**src/hdl/pgw_pkg.sv**
```systemverilog
// Constants for the general-purpose port block: register map, field positions and reset values.
// Assumes a 32-bit AXI4-Lite register bus and one system clock.
package pgw_pkg;
  localparam int ADDR_W = 7;
  localparam int A_W    = 8;
  localparam int B_W    = 7;
  localparam int C_W    = 6;
  localparam int PIN_W  = A_W + B_W + C_W;
  localparam int ANA_W  = 10;
  localparam int ALT_W  = 12;
  localparam int STS_W  = 3;

  localparam logic [ADDR_W-1:0] OFS_A_OUT  = 7'h00;
  localparam logic [ADDR_W-1:0] OFS_A_DIR  = 7'h04;
  localparam logic [ADDR_W-1:0] OFS_A_PULL = 7'h08;
  localparam logic [ADDR_W-1:0] OFS_A_IEN  = 7'h0c;
  localparam logic [ADDR_W-1:0] OFS_A_IN   = 7'h10;
  localparam logic [ADDR_W-1:0] OFS_B_OUT  = 7'h14;
  localparam logic [ADDR_W-1:0] OFS_B_DIR  = 7'h18;
  localparam logic [ADDR_W-1:0] OFS_B_PULL = 7'h1c;
  localparam logic [ADDR_W-1:0] OFS_B_IEN  = 7'h20;
  localparam logic [ADDR_W-1:0] OFS_B_IN   = 7'h24;
  localparam logic [ADDR_W-1:0] OFS_C_OUT  = 7'h28;
  localparam logic [ADDR_W-1:0] OFS_C_DIR  = 7'h2c;
  localparam logic [ADDR_W-1:0] OFS_C_PULL = 7'h30;
  localparam logic [ADDR_W-1:0] OFS_C_IN   = 7'h34;
  localparam logic [ADDR_W-1:0] OFS_ALT    = 7'h38;
  localparam logic [ADDR_W-1:0] OFS_STS    = 7'h3c;
  localparam logic [ADDR_W-1:0] OFS_MSK    = 7'h40;
  localparam logic [ADDR_W-1:0] OFS_PWR    = 7'h44;
  localparam logic [ADDR_W-1:0] OFS_ANA    = 7'h48;

  // Alternate function control fields.
  localparam int ALT_XTAL  = 0;
  localparam int ALT_RST   = 1;
  localparam int ALT_PWM2  = 2;
  localparam int ALT_PWM3  = 3;
  localparam int ALT_LCD   = 4;
  localparam int ALT_I0EN  = 8;
  localparam int ALT_I0RI  = 9;
  localparam int ALT_I1EN  = 10;
  localparam int ALT_I1RI  = 11;
  // Status and mask fields.
  localparam int STS_IRQ0  = 0;
  localparam int STS_IRQ1  = 1;
  localparam int STS_WAKE  = 2;
  // Analog field that belongs to port C bit 5.
  localparam int ANA_PC5   = 9;

  localparam logic [A_W-1:0]   RST_A_IEN = 8'hff;
  localparam logic [B_W-1:0]   RST_B_IEN = 7'h7f;
  localparam logic [1:0]       RESP_OK   = 2'h0;
  localparam logic [1:0]       RESP_ERR  = 2'h2;

  typedef enum logic [1:0] {WR_IDLE = 2'b01, WR_RESP = 2'b10} pgw_wr_e;
  typedef enum logic [1:0] {RD_IDLE = 2'b01, RD_DATA = 2'b10} pgw_rd_e;
endpackage

```
**src/hdl/pgw_port.sv**
```systemverilog
// Pin function, input gating and power-down wake logic for ports A, B and C.
// Assumes an AXI4-Lite master on clk, pins asynchronous, timer and LCD signals on clk.
//
// Register access over AXI4-Lite and the placing of the registers were decided locally.
`timescale 1ns/100ps
//////////////////////////////////////////////////////////////////////////////
module pgw_port (
  input  wire logic                          clk,
  input  wire logic                          srst,
  input  wire logic [pgw_pkg::ADDR_W-1:0]    awaddr,
  input  wire logic                          awvalid,
  output logic                               awready,
  input  wire logic [31:0]                   wdata,
  input  wire logic [3:0]                    wstrb,
  input  wire logic                          wvalid,
  output logic                               wready,
  output logic [1:0]                         bresp,
  output logic                               bvalid,
  input  wire logic                          bready,
  input  wire logic [pgw_pkg::ADDR_W-1:0]    araddr,
  input  wire logic                          arvalid,
  output logic                               arready,
  output logic [31:0]                        rdata,
  output logic [1:0]                         rresp,
  output logic                               rvalid,
  input  wire logic                          rready,
  input  wire logic [pgw_pkg::A_W-1:0]       pa_in,
  output logic      [pgw_pkg::A_W-1:0]       pa_out,
  output logic      [pgw_pkg::A_W-1:0]       pa_oe,
  output logic      [pgw_pkg::A_W-1:0]       pa_pull,
  input  wire logic [pgw_pkg::B_W-1:0]       pb_in,
  output logic      [pgw_pkg::B_W-1:0]       pb_out,
  output logic      [pgw_pkg::B_W-1:0]       pb_oe,
  output logic      [pgw_pkg::B_W-1:0]       pb_pull,
  input  wire logic [pgw_pkg::C_W-1:0]       pc_in,
  output logic      [pgw_pkg::C_W-1:0]       pc_out,
  output logic      [pgw_pkg::C_W-1:0]       pc_oe,
  output logic      [pgw_pkg::C_W-1:0]       pc_pull,
  input  wire logic                          second_timer_pwm,
  input  wire logic [3:0]                    lcd_common_drive,
  input  wire logic [3:0]                    lcd_common_half,
  output logic      [3:0]                    lcd_bias_en,
  output logic      [pgw_pkg::ANA_W-1:0]     analog_chan_en,
  output logic                               crystal_en,
  output logic                               hw_reset_req,
  output logic                               ext_irq_line_zero,
  output logic                               ext_irq_line_one,
  output logic                               wake_req,
  output logic                               power_down,
  output logic                               irq
);
  typedef struct packed {
    pgw_pkg::pgw_wr_e              wst;
    logic                          awrdy;
    logic                          wrdy;
    logic                          aw_got;
    logic                          w_got;
    logic [pgw_pkg::ADDR_W-1:0]    waddr;
    logic [31:0]                   wdat;
    logic [1:0]                    bresp;
    pgw_pkg::pgw_rd_e              rst;
    logic [31:0]                   rdat;
    logic [1:0]                    rresp;
    logic [pgw_pkg::A_W-1:0]       a_out, a_dir, a_pull, a_ien;
    logic [pgw_pkg::B_W-1:0]       b_out, b_dir, b_pull, b_ien;
    logic [pgw_pkg::C_W-1:0]       c_out, c_dir, c_pull;
    logic [pgw_pkg::ANA_W-1:0]     ana;
    logic [pgw_pkg::ALT_W-1:0]     alt;
    logic [pgw_pkg::STS_W-1:0]     sts, msk;
    logic                          pdn;
    logic [pgw_pkg::PIN_W-1:0]     prev;
    logic [pgw_pkg::A_W-1:0]       pa_o, pa_e, pa_p;
    logic [pgw_pkg::B_W-1:0]       pb_o, pb_e, pb_p;
    logic [pgw_pkg::C_W-1:0]       pc_o, pc_e, pc_p;
    logic [3:0]                    bias;
    logic [pgw_pkg::ANA_W-1:0]     ana_o;
    logic                          xtal, hwrst, irq0, irq1, wake, irq;
  } pgw_port_s;

  pgw_port_s                      s;
  pgw_port_s                      nxt_s;
  logic [pgw_pkg::PIN_W-1:0]      pin_s;
  logic [pgw_pkg::PIN_W-1:0]      pin_en;
  logic [pgw_pkg::PIN_W-1:0]      gated;
  logic                           hit0;
  logic                           hit1;
  logic [pgw_pkg::STS_W-1:0]      ev;
  logic                           aw_ok;
  logic                           w_ok;
  logic [pgw_pkg::ADDR_W-1:0]     wa;
  logic [31:0]                    wd;
  logic                           rd_hit;
  logic [31:0]                    rd_val;
  logic                           rd_bad;
  logic                           wr_bad;

  //////////////////////////////////////////////////////////////////////////////
  // Pin synchronisers and external interrupt edge detectors.
  pgw_sync #(.W(pgw_pkg::PIN_W)) u_sync (
    .clk  (clk),
    .srst (srst),
    .d    ({pc_in, pb_in, pa_in}),
    .q    (pin_s)
  );

  assign pin_en = {~({1'b0, {(pgw_pkg::C_W-1){1'b0}}} | ({pgw_pkg::C_W{s.ana[pgw_pkg::ANA_PC5]}}
                   & 6'h20)), s.b_ien, s.a_ien};
  assign gated  = pin_s & pin_en;

  pgw_edge u_edge0 (
    .clk      (clk),
    .srst     (srst),
    .sig      (gated[0]),
    .en       (s.alt[pgw_pkg::ALT_I0EN]),
    .rise_sel (s.alt[pgw_pkg::ALT_I0RI]),
    .hit      (hit0)
  );

  pgw_edge u_edge1 (
    .clk      (clk),
    .srst     (srst),
    .sig      (gated[pgw_pkg::A_W]),
    .en       (s.alt[pgw_pkg::ALT_I1EN]),
    .rise_sel (s.alt[pgw_pkg::ALT_I1RI]),
    .hit      (hit1)
  );

  //////////////////////////////////////////////////////////////////////////////
  // Register read mux.
  always_comb begin
    rd_val = 32'h0;
    rd_bad = 1'b0;
    unique case (araddr)
      pgw_pkg::OFS_A_OUT:  rd_val[7:0] = s.a_out;
      pgw_pkg::OFS_A_DIR:  rd_val[7:0] = s.a_dir;
      pgw_pkg::OFS_A_PULL: rd_val[7:0] = s.a_pull;
      pgw_pkg::OFS_A_IEN:  rd_val[7:0] = s.a_ien;
      pgw_pkg::OFS_A_IN:   rd_val[7:0] = gated[7:0];
      pgw_pkg::OFS_B_OUT:  rd_val[6:0] = s.b_out;
      pgw_pkg::OFS_B_DIR:  rd_val[6:0] = s.b_dir;
      pgw_pkg::OFS_B_PULL: rd_val[6:0] = s.b_pull;
      pgw_pkg::OFS_B_IEN:  rd_val[6:0] = s.b_ien;
      pgw_pkg::OFS_B_IN:   rd_val[6:0] = gated[14:8];
      pgw_pkg::OFS_C_OUT:  rd_val[5:0] = s.c_out;
      pgw_pkg::OFS_C_DIR:  rd_val[5:0] = s.c_dir;
      pgw_pkg::OFS_C_PULL: rd_val[5:0] = s.c_pull;
      pgw_pkg::OFS_C_IN:   rd_val[5:0] = gated[20:15];
      pgw_pkg::OFS_ALT:    rd_val[11:0] = s.alt;
      pgw_pkg::OFS_STS:    rd_val[2:0] = s.sts;
      pgw_pkg::OFS_MSK:    rd_val[2:0] = s.msk;
      pgw_pkg::OFS_PWR:    rd_val[0] = s.pdn;
      pgw_pkg::OFS_ANA:    rd_val[9:0] = s.ana;
      default:             rd_bad = 1'b1;
    endcase
  end

  assign rd_hit = arvalid && s.rst == pgw_pkg::RD_IDLE;
  assign aw_ok  = awvalid && s.awrdy;
  assign w_ok   = wvalid && s.wrdy;
  assign wa     = aw_ok ? awaddr : s.waddr;
  assign wd     = w_ok ? wdata : s.wdat;
  assign wr_bad = !(wa inside {pgw_pkg::OFS_A_OUT, pgw_pkg::OFS_A_DIR, pgw_pkg::OFS_A_PULL,
                   pgw_pkg::OFS_A_IEN, pgw_pkg::OFS_B_OUT, pgw_pkg::OFS_B_DIR, pgw_pkg::OFS_B_PULL,
                   pgw_pkg::OFS_B_IEN, pgw_pkg::OFS_C_OUT, pgw_pkg::OFS_C_DIR, pgw_pkg::OFS_C_PULL,
                   pgw_pkg::OFS_ALT, pgw_pkg::OFS_MSK, pgw_pkg::OFS_PWR, pgw_pkg::OFS_ANA,
                   pgw_pkg::OFS_STS, pgw_pkg::OFS_A_IN, pgw_pkg::OFS_B_IN, pgw_pkg::OFS_C_IN});

  //////////////////////////////////////////////////////////////////////////////
  // Next state.
  always_comb begin
    nxt_s = s;
    ev    = '0;
    // Write channel: address and data in either order, then one response.
    if (aw_ok) begin
      nxt_s.aw_got = 1'b1;
      nxt_s.waddr  = awaddr;
    end
    if (w_ok) begin
      nxt_s.w_got = 1'b1;
      nxt_s.wdat  = wdata;
    end
    unique case (s.wst)
      pgw_pkg::WR_IDLE: begin
        if (nxt_s.aw_got && nxt_s.w_got) begin
          nxt_s.wst    = pgw_pkg::WR_RESP;
          nxt_s.aw_got = 1'b0;
          nxt_s.w_got  = 1'b0;
          nxt_s.bresp  = wr_bad ? pgw_pkg::RESP_ERR : pgw_pkg::RESP_OK;
          unique case (wa)
            pgw_pkg::OFS_A_OUT:  nxt_s.a_out  = wd[7:0];
            pgw_pkg::OFS_A_DIR:  nxt_s.a_dir  = wd[7:0];
            pgw_pkg::OFS_A_PULL: nxt_s.a_pull = wd[7:0];
            pgw_pkg::OFS_A_IEN:  nxt_s.a_ien  = wd[7:0];
            pgw_pkg::OFS_B_OUT:  nxt_s.b_out  = wd[6:0];
            pgw_pkg::OFS_B_DIR:  nxt_s.b_dir  = wd[6:0];
            pgw_pkg::OFS_B_PULL: nxt_s.b_pull = wd[6:0];
            pgw_pkg::OFS_B_IEN:  nxt_s.b_ien  = wd[6:0];
            pgw_pkg::OFS_C_OUT:  nxt_s.c_out  = wd[5:0];
            pgw_pkg::OFS_C_DIR:  nxt_s.c_dir  = wd[5:0];
            pgw_pkg::OFS_C_PULL: nxt_s.c_pull = wd[5:0];
            pgw_pkg::OFS_ALT:    nxt_s.alt    = wd[11:0];
            pgw_pkg::OFS_MSK:    nxt_s.msk    = wd[2:0];
            pgw_pkg::OFS_PWR:    nxt_s.pdn    = wd[0];
            pgw_pkg::OFS_ANA:    nxt_s.ana    = wd[9:0];
            default:             nxt_s.bresp  = nxt_s.bresp;
          endcase
        end
      end
      pgw_pkg::WR_RESP: begin
        if (bready) begin
          nxt_s.wst = pgw_pkg::WR_IDLE;
        end
      end
    endcase
    nxt_s.awrdy = (nxt_s.wst == pgw_pkg::WR_IDLE) && !nxt_s.aw_got;
    nxt_s.wrdy  = (nxt_s.wst == pgw_pkg::WR_IDLE) && !nxt_s.w_got;
    // Read channel; reading the status register clears what it returned.
    unique case (s.rst)
      pgw_pkg::RD_IDLE: begin
        if (arvalid) begin
          nxt_s.rst   = pgw_pkg::RD_DATA;
          nxt_s.rdat  = rd_val;
          nxt_s.rresp = rd_bad ? pgw_pkg::RESP_ERR : pgw_pkg::RESP_OK;
          if (araddr == pgw_pkg::OFS_STS) begin
            nxt_s.sts = s.sts & ~rd_val[2:0];
          end
        end
      end
      pgw_pkg::RD_DATA: begin
        if (rready) begin
          nxt_s.rst = pgw_pkg::RD_IDLE;
        end
      end
    endcase
    // Wake on any change of an enabled input while powered down.
    nxt_s.prev = gated;
    nxt_s.wake = s.pdn && (gated != s.prev);
    if (nxt_s.wake) begin
      nxt_s.pdn = 1'b0;
    end
    ev[pgw_pkg::STS_IRQ0] = hit0;
    ev[pgw_pkg::STS_IRQ1] = hit1;
    ev[pgw_pkg::STS_WAKE] = nxt_s.wake;
    nxt_s.sts  = nxt_s.sts | ev;
    nxt_s.irq  = |(nxt_s.sts & nxt_s.msk);
    nxt_s.irq0 = hit0;
    nxt_s.irq1 = hit1;
    // Ordinary pin drive.
    nxt_s.pa_o = s.a_out;
    nxt_s.pa_e = s.a_dir;
    nxt_s.pa_p = s.a_pull;
    nxt_s.pb_o = s.b_out;
    nxt_s.pb_e = s.b_dir;
    nxt_s.pb_p = s.b_pull;
    nxt_s.pc_o = s.c_out;
    nxt_s.pc_e = s.c_dir;
    nxt_s.pc_p = s.c_pull;
    nxt_s.bias = '0;
    // Port A bit five: open-drain, never pulled up, or reset input.
    nxt_s.pa_o[5] = 1'b0;
    nxt_s.pa_e[5] = s.a_dir[5] && !s.a_out[5] && !s.alt[pgw_pkg::ALT_RST];
    nxt_s.pa_p[5] = 1'b0;
    nxt_s.hwrst   = s.alt[pgw_pkg::ALT_RST] && !pin_s[5];
    // Crystal pins release the pads; their input enables are left to software.
    nxt_s.xtal = s.alt[pgw_pkg::ALT_XTAL];
    if (s.alt[pgw_pkg::ALT_XTAL]) begin
      nxt_s.pa_e[7:6] = 2'h0;
      nxt_s.pa_p[7:6] = 2'h0;
    end
    // Second timer PWM on port A bits two and three.
    if (s.alt[pgw_pkg::ALT_PWM2]) begin
      nxt_s.pa_o[2] = second_timer_pwm;
    end
    if (s.alt[pgw_pkg::ALT_PWM3]) begin
      nxt_s.pa_o[3] = second_timer_pwm;
    end
    // Analog channels release their pads.
    nxt_s.ana_o = s.ana;
    for (int k = 0; k < pgw_pkg::B_W; k++) begin
      if (s.ana[k]) begin
        nxt_s.pb_e[k] = 1'b0;
        nxt_s.pb_p[k] = 1'b0;
      end
    end
    if (s.ana[7]) begin
      nxt_s.pa_e[3] = 1'b0;
      nxt_s.pa_p[3] = 1'b0;
    end
    if (s.ana[8]) begin
      nxt_s.pa_e[4] = 1'b0;
      nxt_s.pa_p[4] = 1'b0;
    end
    if (s.ana[pgw_pkg::ANA_PC5]) begin
      nxt_s.pc_e[5] = 1'b0;
      nxt_s.pc_p[5] = 1'b0;
    end
    // LCD commons take priority over every other pad setting of their pins.
    for (int k = 0; k < 4; k++) begin
      if (s.alt[pgw_pkg::ALT_LCD+k]) begin
        nxt_s.bias[k] = lcd_common_half[k];
        unique case (k)
          0: begin
            nxt_s.pa_o[0] = lcd_common_drive[0];
            nxt_s.pa_e[0] = !lcd_common_half[0];
            nxt_s.pa_p[0] = 1'b0;
          end
          1: begin
            nxt_s.pc_o[5] = lcd_common_drive[1];
            nxt_s.pc_e[5] = !lcd_common_half[1];
            nxt_s.pc_p[5] = 1'b0;
          end
          2: begin
            nxt_s.pa_o[2] = lcd_common_drive[2];
            nxt_s.pa_e[2] = !lcd_common_half[2];
            nxt_s.pa_p[2] = 1'b0;
          end
          default: begin
            nxt_s.pa_o[3] = lcd_common_drive[3];
            nxt_s.pa_e[3] = !lcd_common_half[3];
            nxt_s.pa_p[3] = 1'b0;
          end
        endcase
      end
    end
  end

  //////////////////////////////////////////////////////////////////////////////
  // State register.
  always_ff @(posedge clk) begin
    if (srst) begin
      s       <= '0;
      s.wst   <= pgw_pkg::WR_IDLE;
      s.rst   <= pgw_pkg::RD_IDLE;
      s.awrdy <= 1'b1;
      s.wrdy  <= 1'b1;
      s.a_ien <= pgw_pkg::RST_A_IEN;
      s.b_ien <= pgw_pkg::RST_B_IEN;
    end else begin
      s <= nxt_s;
    end
  end

  assign awready           = s.awrdy;
  assign wready            = s.wrdy;
  assign bvalid            = s.wst[1];
  assign bresp             = s.bresp;
  assign arready           = s.rst[0];
  assign rvalid            = s.rst[1];
  assign rdata             = s.rdat;
  assign rresp             = s.rresp;
  assign pa_out            = s.pa_o;
  assign pa_oe             = s.pa_e;
  assign pa_pull           = s.pa_p;
  assign pb_out            = s.pb_o;
  assign pb_oe             = s.pb_e;
  assign pb_pull           = s.pb_p;
  assign pc_out            = s.pc_o;
  assign pc_oe             = s.pc_e;
  assign pc_pull           = s.pc_p;
  assign lcd_bias_en       = s.bias;
  assign analog_chan_en    = s.ana_o;
  assign crystal_en        = s.xtal;
  assign hw_reset_req      = s.hwrst;
  assign ext_irq_line_zero = s.irq0;
  assign ext_irq_line_one  = s.irq1;
  assign wake_req          = s.wake;
  assign power_down        = s.pdn;
  assign irq               = s.irq;
endmodule

```
**src/hdl/pgw_sync.sv**
```systemverilog
// Two-stage synchroniser for a vector of pin inputs.
// Assumes the inputs are asynchronous to clk; only the second stage is read.
`timescale 1ns/100ps
module pgw_sync #(
  parameter int W = 1
) (
  input  wire logic         clk,
  input  wire logic         srst,
  input  wire logic [W-1:0] d,
  output logic      [W-1:0] q
);
  typedef struct packed {
    logic [W-1:0] s1;
    logic [W-1:0] s2;
  } pgw_sync_s;

  pgw_sync_s s;
  pgw_sync_s nxt_s;

  always_comb begin
    nxt_s    = s;
    nxt_s.s1 = d;
    nxt_s.s2 = s.s1;
  end

  always_ff @(posedge clk) begin
    if (srst) begin
      s <= '0;
    end else begin
      s <= nxt_s;
    end
  end

  assign q = s.s2;
endmodule

```
**src/hdl/pgw_edge.sv**
```systemverilog
// Edge detector for one external interrupt line with a selectable edge.
// Assumes the input is already on the clk domain.
`timescale 1ns/100ps
module pgw_edge (
  input  wire logic clk,
  input  wire logic srst,
  input  wire logic sig,
  input  wire logic en,
  input  wire logic rise_sel,
  output logic      hit
);
  typedef struct packed {
    logic prev;
    logic hit;
  } pgw_edge_s;

  pgw_edge_s s;
  pgw_edge_s nxt_s;

  always_comb begin
    nxt_s      = s;
    nxt_s.prev = sig;
    nxt_s.hit  = en && (rise_sel ? (sig && !s.prev) : (!sig && s.prev));
  end

  always_ff @(posedge clk) begin
    if (srst) begin
      s <= '0;
    end else begin
      s <= nxt_s;
    end
  end

  assign hit = s.hit;
endmodule

```
**config.mk**
```make
export PLATFORM = sky130hd
export DESIGN_NAME = pgw_port
export DESIGN_NICKNAME = d
export VERILOG_FILES = /design/src/hdl/pgw_pkg.sv /design/src/hdl/pgw_port.sv /design/src/hdl/pgw_sync.sv /design/src/hdl/pgw_edge.sv
export SDC_FILE = /design/constraint.sdc
export NUM_CORES = 1
export LEC_CHECK = 0
export BUFFER_PORTS_ARGS = -buffer_cell sky130_fd_sc_hd__buf_2
export CAP_MARGIN = 15
export CORE_UTILIZATION = 50
export DETAILED_ROUTE_END_ITERATION = 16
export GPL_ROUTABILITY_DRIVEN = 0
export PLACE_DENSITY_LB_ADDON = 0.05
export SLEW_MARGIN = 20
export SYNTH_ARGS = -nofsm -noshare
export SYNTH_HDL_FRONTEND = slang
export SYNTH_HIERARCHICAL = 1
export SYNTH_SLANG_ARGS = --single-unit
export TNS_END_PERCENT = 1
```
**constraint.sdc**
```tcl
create_clock -name clk -period 6.5 [get_ports clk]
set_input_delay 0.65 -clock clk [delete_from_list [all_inputs] [get_ports clk]]
set_output_delay 0.65 -clock clk [all_outputs]
set_load 0.005 [all_outputs]
```
==> results of run 1 <==
==> cell usage after synthesis, drive strengths merged, types with 9 or more instances <==
library cell / number
nand3: 11
a21oi: 61
nor2: 171
o21bai: 9
xor2: 10
or3: 9
buf: 140
a22oi: 15
mux2i: 26
o21ai: 19
o22ai: 12
dfxtp: 296
nor2b: 97
a211oi: 75
a32oi: 9
clkbuf: 55
nand2: 67
a211o: 16
mux2: 12
nor3: 24
nor3b: 26
and3: 11
==> critical path, cell delays in order, from the launching register on <==
cell	delay, ns
dfxtp_1	0.59
and2_1	0.58
mux2i_4	0.46
nand3b_1	0.46
nor2_2	0.73
nor2_1	0.08
a211oi_1	0.23
==> kinds of logic (layout without fill, tap and decap cells) <==
kind of cell | count (synthesis) | after routing
buffers and inverters | 202 | 231
XOR/XNOR | 13 | 13
multiplexers | 38 | 38
AO/OA/AOI/OAI | 249 | 249
AND/OR/NAND/NOR | 477 | 477
other | 1 | 24
flip-flops | 296 | 296
==> area by class of cell <==
class | instances | area, sq um | area share
clock inverter | 6 | 80.08 | 0.006082
sequential | 296 | 5926 | 0.4501
inverter | 7 | 26.28 | 0.001996
timing repair buffer | 174 | 907.1 | 0.06890
tap | 319 | 399.1 | 0.03031
multi-input combinational | 801 | 4923 | 0.3739
clock buffer | 44 | 904.6 | 0.06871
==> report_power, final <==
group / switching, uW / internal, uW / total (uW) / leakage [uW]
clock network: 682 / 1030 / 1710 / 0.000489
logic: 299 / 154 / 453 / 0.00236
registers: 57.1 / 1880 / 1940 / 0.00240
==> final timing paths <==
check                                        start           end  slack, ns
worst max-delay path                       awready     nxt_s[79]       3.25
worst min-delay path            lcd_common_half[2]      pa_oe[2]       0.30
worst max register to register             awready     nxt_s[79]       3.25
worst min register to register    u_sync/nxt_s[20]  u_sync/q[20]       0.44
==> flip-flops by register name (all words and copies together), names as in the netlist, 7 cells and up <==
signal,cells
analog_chan_en,10
nxt_s,39
pa_oe,8
pa_out,7
pa_pull,7
pb_oe,7
pb_out,7
pb_pull,7
pin_en,15
rdata,12
s,95
u_sync/nxt_s,21
u_sync/q,21
==> routing by layer <==
metal	wire (um)	track usage	up-vias	share of wire
li1	-	-	4364	-
met1	13840	0.3493	4140	0.45
met2	14040	0.3994	366	0.45
met3	2018	0.03379	70	0.065
met4	1124	0.09897	0	0.036
met5	0	0	-	0
==> through the flow <==
step / cell area, sq um / worst slack, ns / util
finish: 13170 / 3.250 / 0.5609
global route: 13170 / 2.853 / 0.5609
CTS: 13160 / 3.237 / 0.5606
detailed placement: 12170 / 3.003 / 0.5186
global placement: 12170 / 3.054 / 0.5186
floorplan: 12040 / 4.098 / -
==> impl_metrics.ini, run 1 <==
[outcome]
run_status = complete, no violations

[sta]
maxSlewViolCount = 0
finalSetupViolations = 0
timing.setup.tns_ns = 0
finalHoldViolCount = 0
fin_worst_skew_ns = 0.01112
hold_ws_ns = 0.2973
post-route-min-period_ns = 3.250
tightest_slew_ns = 1.127
max_freq_mhz = 307.7
setup_repair_after_global_routing_missed_its_margin = false
slew_headroom = 0.2338
final_min_period_over_clock_period = 0.5000

[cts]
ctsHoldBuffers = 0
clock_latency_ns = 0.55
tritoncts.num_buffers = 30
cell_chosen_for_the_clock_root = clkbuf_16
cts_setup_buffers = 0
clock_sink_count = 296
cts_tree = built
cts.clk_slew.worst_paths_ns = 0.06
cts_max_level = 1
cts_resized = 0
clockBufferDepth = 3

[synthesis]
mappedNetlistArea_sq_um = 11950
synthFlopType = dfxtp_1
synth_top_family_by_area = simple AND/OR/NAND/NOR gates
synth_area_leaders = dfxtp_1, buf_4, nor2_1
muxShareOfSynthArea = 0.03444
yosys.area.top_type = dfxtp_1
synth-warning-count = 6
synth_compound_area_frac = 0.1461
synth-seq-area-share = 0.4958
ys_async_rst_share = 0
synth_edf_count = 0
postSynthAreaPerCell_sq_um = 9.366
xor_xnor_cell_area_share_of_the_yosys_netlist = 0.009527
yosys.area_share.adder = 0
post_synth_inst_count = 1276
synth_largest_type_area_fraction = 0.4958
synth_simple_gate_area_frac = 0.2113
synthDistinctLibCells = 79
yosys_register_bits = 296

[worst_setup_path]
crit_path_max_fanout = 16
crit_required_ns = 6.96
timing.reg2reg.worst_path_depth = 6
cp_data_arrival_time_ns = 3.71
critPathCaptureType = flop
crit_path_start_kind = flop
timing_worst_setup_path_type = reg -> reg

[detailed_routing]
via_per_inst = 5.428
postRouteAntennaNets = 0
post-route-drc-count = 0
totalWireLength_um = 31030
detail_route.first_pass.iterations = 6
route.vias.total = 8940
first_iter_violations = 744
avgRoutedWirePerCell_um = 18.84

[final_layout]
num-nets-final = 1397
area.growth.synth_to_final_pct = 10.17
layout.filler_cells = 2158
layout.cells.most_common = dfxtp_1
layout_common_cells = dfxtp_1, nor2_1, buf_2
antenna_cells_inserted = 0
stdcell_count = 1647
drive_gt1_frac = 0.1965

[floorplanning]
boundaryPins = 212
die_h_um = 156.6
horizontal_die_dimension_um = 156.6
row_count = 56
floorplan_core_area_sq_um = 23470
start_util = 0.5092
fp.dieArea_sq_um = 24530

[grt]
grt_antenna_before_repair = 0
grt_start_max_net_pins = 128
groute.usage.overall = 0.2528
grt.overflow.total = 0
wire_length_of_the_first_global_routing_pass_um = 46630
first_global_vias = 7845

[hold_path]
timing.hold.worst_path_depth = 2
holdCritPathClass = in -> reg

[power_and_ir_drop]
power_density_nw_per_um2 = 311.8
worst_ir_drop_vdd_v = 0.0002067
finalPower_uw = 4105
p_leak_uw = 0.005247

[placed_design]
post-dp-hpwl_um = 21790
placedCellCount = 1597
placement.io_buffers = 163

[flow_run]
number_of_max_cap_violations = 0
(Power assumes the default switching activity.)
==> inputs of run 2 (changes only) <==
==> constraint.sdc (replaced) <==
create_clock -name clk -period 2.87 [get_ports clk]
set_input_delay 0.287 -clock clk [delete_from_list [all_inputs] [get_ports clk]]
set_output_delay 0.287 -clock clk [all_outputs]
set_load 0.005 [all_outputs]
==> impl_metrics.ini, run 2 (synthesis gave the netlist of run 1 again) <==
[grt]
first_global_vias = 8088
grt_antenna_before_repair = 0
groute.usage.overall = 0.2590
grt_start_max_net_pins = 109
grt.overflow.total = 0
wire_length_of_the_first_global_routing_pass_um = 48130

[final_layout]
multiInputGateArea_sq_um = 4895
layout_common_cells = dfxtp_1, nor2_1, buf_2
area.growth.synth_to_final_pct = 14.82
drive_gt1_frac = 0.2089
antenna_cells_inserted = 0
max_flop_register = s
finish.instance_area_sq_um = 13720
layout.filler_cells = 2099
num-nets-final = 1461
regArea_sq_um = 5926
layout.cells.most_common = dfxtp_1
largest_reg_flops = 95

[floorplanning]
row_count = 56
horizontal_die_dimension_um = 156.6
fp.dieArea_sq_um = 24530
start_util = 0.5092
die_h_um = 156.6
boundaryPins = 212
floorplan_core_area_sq_um = 23470

[worst_setup_path]
critPathCaptureType = flop
crit_required_ns = 3.30
cp_data_arrival_time_ns = 2.95
timing_worst_setup_path_type = reg -> reg
crit_path_max_fanout = 14
crit_path_start_kind = flop

[sta]
max_freq_mhz = 397.5
finalHoldViolCount = 0
tightest_slew_ns = 0.9104
setup_repair_after_global_routing_missed_its_margin = false
maxSlewViolCount = 0
timing.setup.tns_ns = 0
fin_worst_skew_ns = 0.01643
hold_ws_ns = 0.01420
slew_headroom = 0.3930
post-route-min-period_ns = 2.515
finalSetupViolations = 0
final_min_period_over_clock_period = 0.8765

[detailed_routing]
via_per_inst = 5.393
avgRoutedWirePerCell_um = 18.73
first_iter_violations = 775
postRouteAntennaNets = 0
post-route-drc-count = 0
totalWireLength_um = 32060
route.vias.total = 9232
detail_route.first_pass.iterations = 5

[power_and_ir_drop]
power.share.clock = 0.416
worst_ir_drop_vdd_v = 0.0005206
internal_power_uw = 7042
power.share.switching = 0.2548
finalPower_uw = 9450
sequential_cell_fraction_of_total_power = 0.464
power_density_nw_per_um2 = 688.6
netSwitchingPower_uw = 2408
share_comb_of_total_power = 0.121
p_leak_uw = 0.005571

[cts]
clock_sink_count = 296
cts_resized = 0
cts_tree = built
ctsHoldBuffers = 30
cts.clk_slew.worst_paths_ns = 0.06
cell_chosen_for_the_clock_root = clkbuf_16
cts_setup_buffers = 0
tritoncts.num_buffers = 31
cts_max_level = 1
clock_latency_ns = 0.55
clockBufferDepth = 3

[hold_path]
holdCritPathClass = in -> reg

[placed_design]
post-dp-hpwl_um = 22300
placement.io_buffers = 163
placedInstanceArea_sq_um = 12420

[flow_run]
number_of_max_cap_violations = 0

[outcome]
run_status = complete, no violations
==> run 2: changes by cell type in the layout (fill, tap and decap cells not counted), moves of 2 or more <==
| cell | delta |
|---|---|
| dlygate4sd3_1 | +30 |
| clkbuf_8 | -3 |
| buf_4 | +31 |
| buf_12 | +2 |
| clkinv_2 | +3 |
| mux2i_2 | -5 |
| mux2i_1 | +6 |
==> run 2: area by class of cell <==
cell class,instances,share of cell area
Timing Repair Buffer,237,0.1079
Sequential cell,296,0.4318
Multi-Input combinational cell,801,0.3567
Clock buffer,41,0.06291
Clock inverter,11,0.009756
Tap cell,319,0.02908
Inverter,7,0.001915
==> run 2: worst max-delay path, cell delays in order, from the launching register on <==
cell      delay (ns)
dfxtp_1         0.37
buf_4           0.18
and4bb_1        0.21
o22ai_2         0.47
or2_0           0.77
nor2_1          0.08
a211o_2         0.32
==> run 2: through the flow <==
stage	worst slack (ns)	cells	utilization
floorplan	0.7549	1299	-
global placement	0.3370	1630	0.5293
detailed placement	0.2744	1630	0.5293
CTS	0.2949	1712	0.5845
global route	0.1962	1712	0.5846
finish	0.3545	1712	0.5846
==> run 2: power by group through the flow <==
stage | combinational [uW] | clock (uW) | sequential (uW)
6_report | 1140 | 3930 | 4380
5_1_grt | 1230 | 4160 | 4390
4_1_cts | 1130 | 3980 | 4380
3_5_place_dp | 1100 | 0 | 4470
3_3_place_gp | 1090 | 0 | 4460
2_1_floorplan | 750 | 0 | 4430
==> run 2: path summary, 6_finish.rpt <==
check | cells past startpoint | to | slack [ns] | startpoint
setup reg to reg | 6 | pin_en[13] | 0.35 | awready
setup / recovery | 6 | pin_en[13] | 0.35 | awready
hold reg to reg | 1 | u_sync/q[6] | 0.43 | u_sync/nxt_s[6]
hold / removal | 3 | pa_out[2] | 0.01 | lcd_common_drive[2]
==> run 2: routing by layer <==
layer | global-route usage | vias up | wire length, um
met5 | 0 | - | 0
met4 | 0.08964 | 0 | 1083
met3 | 0.02825 | 71 | 1876
met2 | 0.4196 | 360 | 14690
met1 | 0.3577 | 4307 | 14410
li1 | - | 4494 | -
==> inputs of run 3 (changes only) <==
--- a/config.mk
+++ b/config.mk
@@ -5,6 +5,7 @@
 export SDC_FILE = /design/constraint.sdc
 export NUM_CORES = 1
 export LEC_CHECK = 0
+export ABC_AREA = 1
 export BUFFER_PORTS_ARGS = -buffer_cell sky130_fd_sc_hd__buf_2
 export CAP_MARGIN = 15
 export CORE_UTILIZATION = 50
==> impl_metrics.ini, run 3 <==
[outcome]
run_status = complete, no violations

[final_layout]
largest_reg_flops = 95
area.growth.synth_to_final_pct = 14.07
stdcell_count = 2056
layout_common_cells = dfxtp_1, nand2_1, nor2_1
layout.cells.most_common = dfxtp_1
antenna_cells_inserted = 0
num-nets-final = 1800
drive_gt1_frac = 0.1595
layout.filler_cells = 2312
max_flop_register = s

[synthesis]
synth-seq-area-share = 0.4862
post_synth_inst_count = 1615
synth_largest_type_area_fraction = 0.4862
synthDistinctLibCells = 41
synthFlopType = dfxtp_1
synth_area_leaders = dfxtp_1, nand2_1, nor2_1
postSynthAreaPerCell_sq_um = 7.546
synth-warning-count = 6
yosysMostFrequentCell = dfxtp_1
yosys_register_bits = 296
ys_async_rst_share = 0
ys_top_cells_by_count = dfxtp_1, nand2_1, nor2_1, inv_1, o21ai_0
synth_edf_count = 0
yosys.area.top_type = dfxtp_1
mappedNetlistArea_sq_um = 12190

[sta]
finalSetupViolations = 0
setup_repair_after_global_routing_missed_its_margin = false
final_min_period_over_clock_period = 0.8590
worst_slack_ns = 0.4047
maxSlewViolCount = 0
fin_worst_skew_ns = 0.009053
timing.setup.tns_ns = 0
slew_headroom = 0.4449
tightest_slew_ns = 0.8327
finalHoldViolCount = 0
max_freq_mhz = 405.6
post-route-min-period_ns = 2.465

[cts]
cts.clk_slew.worst_paths_ns = 0.06
tritoncts.num_buffers = 30
cts_max_level = 1
clockBufferDepth = 3
clock_latency_ns = 0.55
clock_sink_count = 296
cell_chosen_for_the_clock_root = clkbuf_16
cts_tree = built
cts_setup_buffers = 0

[placed_design]
placement.setup.worst_slack_ns = 0.4737
placement.io_buffers = 163
post-dp-hpwl_um = 24050
placedCellCount = 1972

[worst_setup_path]
crit_required_ns = 3.36
cp_data_arrival_time_ns = 2.96
timing.reg2reg.worst_path_depth = 10
timing_worst_setup_path_type = reg -> reg
crit_path_max_fanout = 11
critPathCaptureType = flop
crit_path_start_kind = flop

[power_and_ir_drop]
power_density_nw_per_um2 = 702.4
p_leak_uw = 0.006677
worst_ir_drop_vdd_v = 0.0005037

[grt]
groute.usage.overall = 0.2635
grt_start_max_net_pins = 170
grt.overflow.total = 0
wire_length_of_the_first_global_routing_pass_um = 49520
grt_antenna_before_repair = 0
first_global_vias = 8845

[hold_path]
timing.hold.worst_path_depth = 3
holdCritPathClass = in -> reg

[detailed_routing]
via_per_inst = 4.885
first_iter_violations = 775
totalWireLength_um = 32890
route.vias.total = 10040
post-route-drc-count = 0
avgRoutedWirePerCell_um = 16.00
postRouteAntennaNets = 0
detail_route.first_pass.iterations = 6

[floorplanning]
row_count = 56
fp.dieArea_sq_um = 25000
horizontal_die_dimension_um = 158.1
floorplan_core_area_sq_um = 23680
die_h_um = 158.1
start_util = 0.5146
boundaryPins = 212

[flow_run]
number_of_max_cap_violations = 0
[run 3: cell count changes after synthesis, moves of 23 or more]
| cell | before | now |
|---|---|---|
| nor2b_1 | 97 | 0 |
| inv_1 | 7 | 241 |
| clkbuf_1 | 55 | 24 |
| nand2_1 | 67 | 270 |
| mux2i_1 | 25 | 2 |
| nor2_1 | 168 | 247 |
| nor3b_1 | 24 | 0 |
| a21oi_1 | 61 | 93 |
| a211oi_1 | 73 | 0 |
| nand3_1 | 11 | 63 |
| o21ai_0 | 17 | 115 |
[run 3: cell families (layout without fill, tap and decap cells)]
logic type / count (synthesis) / count (layout) / share of synthesized area
multiplexers: 2 / 2 / 0.001643
other: 1 / 24 / 0.0003077
AND/OR/NAND/NOR: 637 / 637 / 0.2211
AO/OA/AOI/OAI: 264 / 264 / 0.1203
XOR/XNOR: 1 / 1 / 0.0007188
buffers and inverters: 414 / 513 / 0.1696
flip-flops: 296 / 296 / 0.4862
[run 3: report_power, final]
part | switching, uW | internal, uW | total (uW) | leakage, uW
logic | 825 | 353 | 1180 | 0.00375
clock network | 1630 | 2620 | 4250 | 0.000525
registers | 77.6 | 4260 | 4340 | 0.00240
total | 2530 | 7230 | 9760 | 0.00668
[run 3: area by class of cell]
cell class | count | area (sq um) | share of cell area
clock buffer | 39 | 845.8 | 0.06085
clock inverter | 17 | 251.5 | 0.01809
timing repair buffer | 210 | 1266 | 0.09109
multi-input combinational | 928 | 4280 | 0.3079
inverter | 247 | 932.1 | 0.06706
sequential | 296 | 5926 | 0.4263
tap | 319 | 399.1 | 0.02871
[run 3: worst paths after layout]
check | slack [ns] | endpoint | startpoint
max reg2reg | 0.40 | nxt_s[15] | awready
min | 0.03 | arready | rready
max | 0.40 | nxt_s[15] | awready
min reg2reg | 0.40 | u_sync/q[8] | u_sync/nxt_s[8]
[run 3: routing by layer]
metal	share of wire	GRT usage	vias up
li1	-	-	5078
met1	0.43	0.3595	4480
met2	0.45	0.4152	423
met3	0.080	0.03559	63
met4	0.039	0.1145	0
met5	0	0	-
[run 3: timing repair]
action	4_1_cts	5_1_grt
endpoints found under the hold margin	32	0
resized for setup	0	0
hold buffers	28	0
[run 3: critical path, cell delays in order, from the launching register on]
cell and delay, ns:
dfxtp_1 0.47, nand2_4 0.18, nand2_4 0.12, nand2_4 0.07
clkinv_4 0.06, nand2_4 0.07, nor2_2 0.35, nand2_1 0.45
nor2_4 0.45, o22ai_1 0.12, inv_1 0.07
[run 3: through the flow]
step                      power [uW]  hold slack [ns]  instance area [sq um]  utilization
final                           9764          0.02816                  13900       0.5870
after global routing           10150          0.03076                  13900       0.5870
after CTS                       9823          0.01147                  13900       0.5870
after detailed placement        5568           0.3948                  12520       0.5288
after global placement          5550           0.3935                  12520       0.5288
after floorplan                 5146           0.3583                  12270            -
